$ cat src/rtl/tsm_pkg.sv
package tsm_pkg;
	// smbus slave address: fixed upper bits and selectable lower bits
	localparam logic [2:0] TSM_ADDR_FIXED     = 3'h4;
	localparam logic [3:0] TSM_ADDR_SELECT    = 4'he;
	// sensor_mode_config layout and reset value
	localparam int         TSM_ALERT_SUPPRESS_BIT = 7;
	localparam int         TSM_STANDBY_SELECT_BIT = 6;
	localparam logic [7:0] TSM_CONFIG_RESET   = 8'h00;
	localparam logic [7:0] TSM_CONFIG_WMASK   = 8'hc0;
	// command codes of this sensor (byte-data command field)
	localparam logic [7:0] TSM_CMD_CONFIG_RD  = 8'h03;
	localparam logic [7:0] TSM_CMD_CONFIG_WR  = 8'h09;
	localparam logic [7:0] TSM_CMD_ONE_SHOT   = 8'h0f;
	// smbus wires pass this many sampling stages on clock_i; edges are seen on the last two
	localparam int         TSM_FILTER_LEN     = 3;
	typedef enum logic [2:0] {
		TSM_IDLE,
		TSM_ADDR,
		TSM_CMD,
		TSM_WDATA,
		TSM_RDATA,
		TSM_ACK_TX,
		TSM_ACK_RX
	} tsm_bus_state_type;
endpackage

$ cat src/rtl/tsm_convert.sv
`timescale 1ns/1ps
// conversion engine sequencing: continuous or one-shot conversion slots
module tsm_convert
#(
	parameter int CONV_CYCLES = 16
)
(
	// clock and reset
	input  wire logic clock_i,
	input  wire logic rst_i,
	// mode and commands
	input  wire logic standby_i,
	input  wire logic one_shot_i,
	// conversion status
	output logic      busy_o,
	output logic      done_o
);
	import tsm_pkg::*;

	logic [$clog2(CONV_CYCLES+1)-1:0] count_r;
	logic                             pend_r;
	logic                             last_w;

	// final cycle of a conversion slot
	assign last_w = count_r == $bits(count_r)'(CONV_CYCLES - 1);

	// a one-shot shields its own slot from the standby abort and is dropped when that slot ends,
	// so it cannot restart the engine; a second command inside the slot is absorbed unless it comes on the slot's last cycle
	always_ff @(posedge clock_i)
	begin
		if (rst_i)
			pend_r <= 1'b0;
		else if (!standby_i)
			pend_r <= 1'b0;
		else if (one_shot_i)
			pend_r <= 1'b1;
		else if (busy_o && last_w)
			pend_r <= 1'b0;
	end

	// conversion counter; standby entry aborts at once
	always_ff @(posedge clock_i)
	begin
		if (rst_i)
		begin
			busy_o  <= 1'b0;
			done_o  <= 1'b0;
			count_r <= '0;
		end
		else
		begin
			done_o <= 1'b0;
			if (standby_i && busy_o && !pend_r)
			begin
				busy_o  <= 1'b0;
				count_r <= '0;
			end
			else if (busy_o)
			begin
				if (last_w)
				begin
					busy_o  <= 1'b0;
					done_o  <= 1'b1;
					count_r <= '0;
				end
				else
					count_r <= count_r + 1'b1;
			end
			else if (!standby_i || pend_r || one_shot_i)
				busy_o <= 1'b1;
		end
	end
endmodule

$ cat src/rtl/tsm_top.sv
`timescale 1ns/1ps
module tsm_top
#(
	parameter int CONV_CYCLES = 16
)
(
	// clock and reset
	input  wire logic clock_i,
	input  wire logic rst_i,
	// smbus pins (open drain)
	input  wire logic smb_clk_i,
	input  wire logic smb_dat_i,
	output logic      smb_dat_o,
	output logic      smb_dat_oe_o,
	// temperature comparison from the measuring front end
	input  wire logic temp_above_high_i,
	input  wire logic temp_below_low_i,
	// alert pin, active low open drain
	output logic      smb_alert_n_o,
	output logic      smb_alert_oe_o,
	// engine status
	output logic      conv_busy_o,
	output logic      conv_done_o,
	output logic      standby_o
);
	import tsm_pkg::*;

	logic [7:0]        sensor_mode_config_r;
	logic [7:0]        sensor_mode_config_nxt;
	localparam int     TAP = TSM_FILTER_LEN - 1;
	logic [TAP:0]      scl_r;
	logic [TAP:0]      sda_r;
	tsm_bus_state_type state_r;
	logic [3:0]        bit_r;
	logic [7:0]        shift_r;
	logic [7:0]        cmd_r;
	logic              rd_r;
	logic              one_shot_r;
	logic              alert_ev_r;
	tsm_bus_state_type after_ack_r;

	wire scl_rise = !scl_r[TAP] && scl_r[TAP-1];
	wire scl_fall = scl_r[TAP] && !scl_r[TAP-1];
	wire start_c  = scl_r[TAP] && sda_r[TAP] && !sda_r[TAP-1];
	wire stop_c   = scl_r[TAP] && !sda_r[TAP] && sda_r[TAP-1];

	// decode helper used for address match
	function automatic logic addr_hit(input logic [6:0] a);
		addr_hit = a == {TSM_ADDR_FIXED, TSM_ADDR_SELECT};
	endfunction

	// sample pins; edge logic compares the second and third stages, first stage only feeds the next
	always_ff @(posedge clock_i)
	begin
		if (rst_i)
		begin
			scl_r <= '1;
			sda_r <= '1;
		end
		else
		begin
			scl_r <= {scl_r[TAP-1:0], smb_clk_i};
			sda_r <= {sda_r[TAP-1:0], smb_dat_i};
		end
	end

	// smbus byte protocol slave
	always_ff @(posedge clock_i)
	begin
		if (rst_i)
		begin
			state_r      <= TSM_IDLE;
			bit_r        <= 4'h0;
			shift_r      <= 8'h00;
			cmd_r        <= 8'h00;
			rd_r         <= 1'b0;
			after_ack_r  <= TSM_IDLE;
			smb_dat_o    <= 1'b1;
			smb_dat_oe_o <= 1'b0;
			one_shot_r   <= 1'b0;
			sensor_mode_config_r <= TSM_CONFIG_RESET;
		end
		else
		begin
			one_shot_r <= 1'b0;
			sensor_mode_config_r <= sensor_mode_config_nxt;
			if (start_c)
			begin
				state_r      <= TSM_ADDR;
				bit_r        <= 4'h0;
				smb_dat_oe_o <= 1'b0;
			end
			else if (stop_c)
			begin
				state_r      <= TSM_IDLE;
				smb_dat_oe_o <= 1'b0;
			end
			else
				case (state_r)
				TSM_ADDR, TSM_CMD, TSM_WDATA:
					if (scl_rise)
					begin
						shift_r <= {shift_r[6:0], sda_r[TAP]};
						bit_r   <= bit_r + 4'h1;
					end
					else if (scl_fall && bit_r == 4'h8)
					begin
						bit_r <= 4'h0;
						if (state_r == TSM_ADDR)
						begin
							if (addr_hit(shift_r[7:1]))
							begin
								rd_r         <= shift_r[0];
								smb_dat_o    <= 1'b0;
								smb_dat_oe_o <= 1'b1;
								after_ack_r  <= shift_r[0] ? TSM_RDATA : TSM_CMD;
								state_r      <= TSM_ACK_TX;
							end
							else
								state_r <= TSM_IDLE;
						end
						else
						begin
							if (state_r == TSM_CMD)
							begin
								cmd_r      <= shift_r;
								one_shot_r <= shift_r == TSM_CMD_ONE_SHOT;
							end
							smb_dat_o    <= 1'b0;
							smb_dat_oe_o <= 1'b1;
							after_ack_r  <= TSM_WDATA;
							state_r      <= TSM_ACK_TX;
						end
					end
				TSM_ACK_TX:
					if (scl_fall)
					begin
						state_r <= after_ack_r;
						if (after_ack_r == TSM_RDATA)
						begin
							// unused bits read as zero; read returns config for any command
							shift_r      <= {sensor_mode_config_r[6:0], 1'b0};
							smb_dat_o    <= sensor_mode_config_r[7];
							smb_dat_oe_o <= !sensor_mode_config_r[7];
							bit_r        <= 4'h1;
						end
						else
							smb_dat_oe_o <= 1'b0;
					end
				TSM_RDATA:
					if (scl_fall)
					begin
						if (bit_r == 4'h8)
						begin
							smb_dat_oe_o <= 1'b0;
							state_r      <= TSM_ACK_RX;
						end
						else
						begin
							smb_dat_o    <= shift_r[7];
							smb_dat_oe_o <= !shift_r[7];
							shift_r      <= {shift_r[6:0], 1'b0};
							bit_r        <= bit_r + 4'h1;
						end
					end
				TSM_ACK_RX:
					if (scl_rise)
						state_r <= TSM_IDLE; // single byte read only
				default:
					state_r <= TSM_IDLE;
				endcase
		end
	end

	// config write lands when the data byte is acknowledged
	always_comb
	begin
		sensor_mode_config_nxt = sensor_mode_config_r;
		if (state_r == TSM_WDATA && scl_fall && bit_r == 4'h8 && !rd_r
			&& cmd_r == TSM_CMD_CONFIG_WR)
			sensor_mode_config_nxt = shift_r & TSM_CONFIG_WMASK;
	end

	// alert level from threshold compare; gated by suppress bit
	always_ff @(posedge clock_i)
	begin
		if (rst_i)
		begin
			alert_ev_r     <= 1'b0;
			smb_alert_n_o  <= 1'b1;
			smb_alert_oe_o <= 1'b0;
		end
		else
		begin
			alert_ev_r     <= temp_above_high_i || temp_below_low_i;
			smb_alert_n_o  <= 1'b0;
			smb_alert_oe_o <= alert_ev_r && !sensor_mode_config_r[TSM_ALERT_SUPPRESS_BIT];
		end
	end

	// engine sees standby_select straight from the register, so abort is immediate
	tsm_convert #(
		.CONV_CYCLES (CONV_CYCLES)
	) u_convert (
		.clock_i    (clock_i),
		.rst_i      (rst_i),
		.standby_i  (sensor_mode_config_r[TSM_STANDBY_SELECT_BIT]),
		.one_shot_i (one_shot_r),
		.busy_o     (conv_busy_o),
		.done_o     (conv_done_o)
	);

	// mirror of mode for status
	always_ff @(posedge clock_i)
	begin
		if (rst_i)
			standby_o <= 1'b0;
		else
			standby_o <= sensor_mode_config_r[TSM_STANDBY_SELECT_BIT];
	end
endmodule

$ cat config.mk
export PLATFORM = sky130hd
export DESIGN_NAME = tsm_top
export DESIGN_NICKNAME = d
export VERILOG_FILES = /design/src/rtl/tsm_pkg.sv /design/src/rtl/tsm_convert.sv /design/src/rtl/tsm_top.sv
export SDC_FILE = /design/constraint.sdc
export NUM_CORES = 1
export LEC_CHECK = 0
export BUFFER_PORTS_ARGS = -buffer_cell sky130_fd_sc_hd__buf_2
export CAP_MARGIN = 25
export CORE_MARGIN = 2
export CORE_UTILIZATION = 30
export CTS_BUF_LIST = sky130_fd_sc_hd__clkbuf_8 sky130_fd_sc_hd__clkbuf_16
export CTS_CLUSTER_SIZE = 24
export DETAILED_ROUTE_END_ITERATION = 16
export PLACE_DENSITY_LB_ADDON = 0.1
export SYNTH_ARGS = -nofsm -noshare
export SYNTH_HDL_FRONTEND = slang
export SYNTH_SLANG_ARGS = --single-unit
$ cat constraint.sdc
create_clock -name clock_i -period 3.33 [get_ports clock_i]
set_input_delay 0.333 -clock clock_i [delete_from_list [all_inputs] [get_ports clock_i]]
set_output_delay 0.333 -clock clock_i [all_outputs]
set_load 0.005 [all_outputs]
Yosys cells after proc, flatten, opt, wreduce, memory -nomap -nowiden
Index checks and enable logic that the tools add are counted.
{ "word_totals": {"elab_cells": 160, "ff_bits": 50, "inputBits": 6, "out_inout_bits": 7} }
{ "op_classes": {"eq_ne": 30, "reduce_logical": 45, "n_addsub": 2, "bitwise_logic": 9, "muxes": 53} }
{ "op_table": {"columns": ["operator", "n"], "rows": [
  ["8-bit 2-to-1 mux", 5],
  ["3-bit 2-to-1 mux", 11],
  ["1-bit 2-to-1 mux", 25],
  ["4-bit 2-to-1 mux", 6],
  ["4-bit != test, second input constant", 6],
  ["8-bit one-hot mux with 3 select lines", 1],
  ["6-bit AND reduction", 4],
  ["7-bit AND reduction", 3],
  ["2-bit != test, second input constant", 9],
  ["8-bit by 4-bit equality test with 1-bit output, second input constant", 2],
  ["1-bit logical AND", 15],
  ["3-bit equality test, second input constant", 4],
  ["3-bit one-hot mux with 4 select lines", 1],
  ["4-bit one-hot mux with 3 select lines", 1],
  ["10-bit AND reduction", 1],
  ["1-bit logical NOT", 9],
  ["1-bit NOT", 9],
  ["3-bit OR reduction", 3],
  ["8-bit AND reduction", 1],
  ["8-bit OR reduction", 1],
  ["7-bit equality test, second input constant", 1],
  ["3-bit by 2-bit equality test with 1-bit output, second input constant", 2],
  ["3-bit != test, second input constant", 2],
  ["1-bit one-hot mux with 3 select lines", 2],
  ["other kinds (11)", 15]
]} }

Depth between registers and ports, before layout
{ "depth": {"word_depth": 8, "ltp_mapped": 8, "mapped_depth_nobuf": 7} }

Modules after synthesis
From an unflattened synthesis, not the netlist that was laid out.
{ "unflattened": {"hier_cells": 265, "area_unflattened_um2": 2379.8} }
{ "by_module_without_submodules": {"columns": ["mod", "n_inst", "area_per_inst_um2", "seq_area_each_um2", "cells_per_inst"], "rows": [
  ["tsm_top", 1, 2034.5, 840.8, 231],
  ["tsm_convert", 1, 345.3, 160.2, 34]
]} }

Worst setup path before layout
OpenSTA, ideal clock, no wires.
{ "synth_timing": {"path_kind": "register to register", "startpoint": "register bit_r[0]", "endpoint": "register shift_r[5]", "n_path_buf": 1, "arrival_time_ns": 1.692, "required_time_ns": 3.259, "path_slack_ns": 1.567, "stages_incl_launch_ff": 9, "path_cell_list": "dfxtp_1 > inv_1 > ha_1 > and3b_1 > o211ai_2 > nand4_2 > buf_2 > or2_0 > a21oi_1"} }
{ "synth_via": {"elab_chain_cells": 3} }
{ "synth_lines": {"columns": ["item", "line_no", "text"], "rows": [
  ["from (decl)", "tsm_top.sv:34", "logic [3:0] bit_r;"],
  ["from (signal assigned)", "tsm_top.sv:104", "bit_r <= bit_r + 4'h1;"],
  ["from (signal assigned)", "tsm_top.sv:163", "bit_r <= bit_r + 4'h1;"],
  ["4-bit equality test", "tsm_top.sv:153", "if (bit_r == 4'h8)"],
  ["2-bit != test (no line)", null, null],
  ["8-bit AND reduction (no line)", null, null],
  ["to (signal assigned)", "tsm_top.sv:103", "shift_r <= {shift_r[6:0], sda_r[TAP]};"],
  ["to (signal assigned)", "tsm_top.sv:142", "shift_r <= {sensor_mode_config_r[6:0], 1'b0};"],
  ["to (signal assigned)", "tsm_top.sv:162", "shift_r <= {shift_r[6:0], 1'b0};"],
  ["to (decl)", "tsm_top.sv:35", "logic [7:0] shift_r;"]
]} }
No other way between the ends.
A chain may end at the register's enable or synchronous reset.

Worst setup path after layout
{ "layout_timing": {"startpoint": "register state_r[1]", "endpoint": "register shift_r[0]"} }
{ "layout_via": {"elab_chain_cells": 4} }
{ "layout_lines": {"columns": ["item", "line_no", "text"], "rows": [
  ["from (decl)", "tsm_top.sv:33", "tsm_bus_state_type state_r;"],
  ["from (signal assigned)", "tsm_top.sv:138", "state_r <= after_ack_r;"],
  ["3-bit by 1-bit equality test with 1-bit output / 3-bit by 2-bit equality test with 1-bit output (equally long branches)", "tsm_top.sv:99", "case (state_r)"],
  ["3-bit OR reduction", "tsm_top.sv:99", null],
  ["2-bit != test (no line) / 3-bit nonzero test (equally long branches)", null, null],
  ["8-bit AND reduction (no line)", null, null]
]} }
Several ways; a longest one is shown, not always the timed one.

==> run metrics <==
Buf/Inv on CP=0; DP Wirelength=about 3.6 mm; Vias/cell=approximately 4.9; Synth Instances=between 200 and 300; initial antenna violation count=0; Post-DP Area=2460 um^2; DR pass1 iterations=4; CTS tree=done; dpl ws=approximately 1.1 ns; PD cells=slightly above 400 nW/um^2; share of layout cells above drive strength 1=between 10% and 20%; Worst slew margin=between 50 and 60%; critical path cell sequence=nand2b_1, a2bb2oi_1, nand4_2, or2_2, a21oi_1; io pins=13; WP depth=5; All-Layer GR Usage=about 13%; Die Y-Extent=slightly above 90 um; CP Capture Type=flop; cell family with most CP delay=simple AND/OR/NAND/NOR gates; GR met3 Demand/Resource=roughly 3.0%; FF-to-FF setup slack=between 1 and 1.5 ns; Ys Warns=0; critical path data required time=3.57 ns; final setup TNS=0 ns; register area=about 1000 um^2; grt total ovfl=0; clk_lat worst skew=about 0.32 ns; CTS Root Cell=clkbuf_8; clk slew on worst S/H paths=0.10 ns; CTS Hold Bufs=0; remaining antenna violation count=0; input/output buffers=12; fin area=between 2000 and 3000 um^2; Synth area leaders=dfxtp_1 43%, mux2i_1 7.3%, nor2_1 5.2%; grt met1 use=approximately 18%; leading area contributor after synthesis=dfxtp_1; Post-Syn Nets=271; Max Fclk=roughly 460 MHz; worst-path maximum fanout=15; status=completed; vias in the first global route=approximately 1,600; worst r2r path cells=5; routed wire length=approximately 5.1 mm; Rows=32; EDFF count, synth=0; critical path type=reg -> reg; Via Count=1,819; Tmin final=about 2.2 ns; Unique masters post-synth=53; post-synthesis async set-or-reset flop share=0%; # diodes=0; top_reg_cell synth=dfxtp_1; Synth top area share=a little over two fifths; worst IR drop on VDD=about 180 uV; Synth Cell Area=2320 um^2; number of fill cells=just over 800; initial core utilization=a little under a third; RePlAce Congestion=roughly 0.84; syn avg cell area=approximately 8.9 um^2; worst hold stages=2; post-route setup slack=about 1.1 ns; worst hold path class=in -> reg; TritonCTS Sinks=50; worst slew pin tran=between 0.7 and 0.8 ns; Final setup viols=0; Worst Path Arrival=2.43 ns; RSZ-0062 raised after global routing=no; Leakage=0.000948 uW; setup bufs post-CTS=0; met2 usage=approximately 20%; area of the core=roughly 7600 um^2; CTS Buffer Depth=2; part of the cycle the worst path needs=66.0%; CTS buffer count=5; Max Cap Viol=0; most used routing layer in global routing=met2; Slew Limit Fails=0; slowest stage cell, crit path=dfxtp_1; Final Net Count=278; final hold vios=0; Yosys reg bits=50; residual DRC count=0; CP peak stage delay=0.57 ns; Seq/Total Area, Yosys=a little over two fifths; first-pass GRT wire length=about 8.5 mm; Layout area overhead=10.1%; starting DRC count in detailed routing=84; CTS H-tree lvls=2; WL/cell=around 14 um; largest net degree at the start of global routing=slightly above 40; Die ar.=between 8000 and 9000 um^2; width of the die=around 90 um; cts repair resizes=0; CP Launch Type=flop; Multi-input gate area=between 1000 and 1500 um^2; clk_skew=0.00954 ns
Yosys cell counts (2+ instances only):
library cell,number
or2_0,2
xor2_1,3
a311oi_1,2
nand3b_1,4
nand2_1,27
o22ai_1,2
nand3_1,4
a211oi_1,3
dfxtp_1,50
o211ai_2,2
nand4_1,4
o221a_2,2
clkbuf_1,5
nor2_1,32
nor2b_1,3
mux2i_1,17
nand2b_1,6
nor3b_1,3
mux2_2,2
buf_2,5
or2_2,13
o21ai_0,4
a31oi_1,2
and2_1,3
a21oi_1,17
a2111oi_0,2
nor3_1,5
inv_1,8
buf_4,2
nor4_1,3
ha_1,3
through the flow:
stage	util (%)	std cells	total power (uW)	hold WS, ns
3_3_place_gp	32.3	364	691	0.391
6_report	33.6	372	1060	0.196
4_1_cts	33.6	372	1080	0.188
5_1_grt	33.6	372	1110	0.198
2_1_floorplan	-	262	672	0.361
3_5_place_dp	32.3	364	690	0.393
where the power goes:
group          internal [uW]  switching (uW)  total [uW]
Sequential               608            10.6         618
Combinational           23.2            33.5        56.8
Clock                    158             229         387
path summary, 6_finish.rpt:
check / start / end
hold reg to reg: scl_r[0] / scl_r[1]
setup reg to reg: state_r[1] / shift_r[0]
setup / recovery: state_r[1] / shift_r[0]
hold / removal: smb_dat_i / sda_r[0]
cell type report:
class | instances | area share [%]
Inverter | 8 | 1.17
Multi-Input combinational cell | 191 | 48.2
Sequential cell | 50 | 39.1
Tap cell | 102 | 4.99
Timing Repair Buffer | 13 | 2.64
Clock buffer | 5 | 2.69
Clock inverter | 3 | 1.13
registers in the layout, summed over array words and instances, names as in the netlist, 2 cells and up:
signal and flops:
cmd_r 8, shift_r 8, u_convert.count_r 5, bit_r 4, after_ack_r 3, scl_r 3, sda_r 3, state_r 3
sensor_mode_config_r 2
cell families after synthesis:
family	share of synthesized area (%)
simple gates	27.6
fa+ha+maj	1.62
xor+xnor	1.13
flops	43.1
mux	8.30
buf+inv	4.04
compound gates	14.2
layout by cell type (no fill, tap or decap), types with 2 or more instances in the layout:
master | synthesis | layout
dfxtp_1 | 50 | 50
nor2_1 | 32 | 32
nand2_1 | 27 | 27
mux2i_1 | 17 | 17
a21oi_1 | 17 | 17
or2_2 | 13 | 13
buf_2 | 5 | 12
inv_1 | 8 | 8
nand2b_1 | 6 | 6
nor3_1 | 5 | 5
clkbuf_8 | 0 | 5
o21ai_0 | 4 | 4
nand3_1 | 4 | 4
nand3b_1 | 4 | 4
nand4_1 | 4 | 4
xor2_1 | 3 | 3
and2_1 | 3 | 3
nor2b_1 | 3 | 3
nor3b_1 | 3 | 3
a211oi_1 | 3 | 3
ha_1 | 3 | 3
a31oi_1 | 2 | 2
a2111oi_0 | 2 | 2
mux2_2 | 2 | 2
o211ai_2 | 2 | 2
or2_0 | 2 | 2
o221a_2 | 2 | 2
o22ai_1 | 2 | 2
nor4_1 | 3 | 2
a311oi_1 | 2 | 2
metal layers:
| layer | vias up | wire length [um] |
|---|---|---|
| met4 | 0 | 62 |
| met5 | - | 0 |
| met3 | 6 | 149 |
| met1 | 849 | 2650 |
| met2 | 26 | 2250 |
| li1 | 938 | - |
No activity file was read; power rests on OpenSTA's default activity.
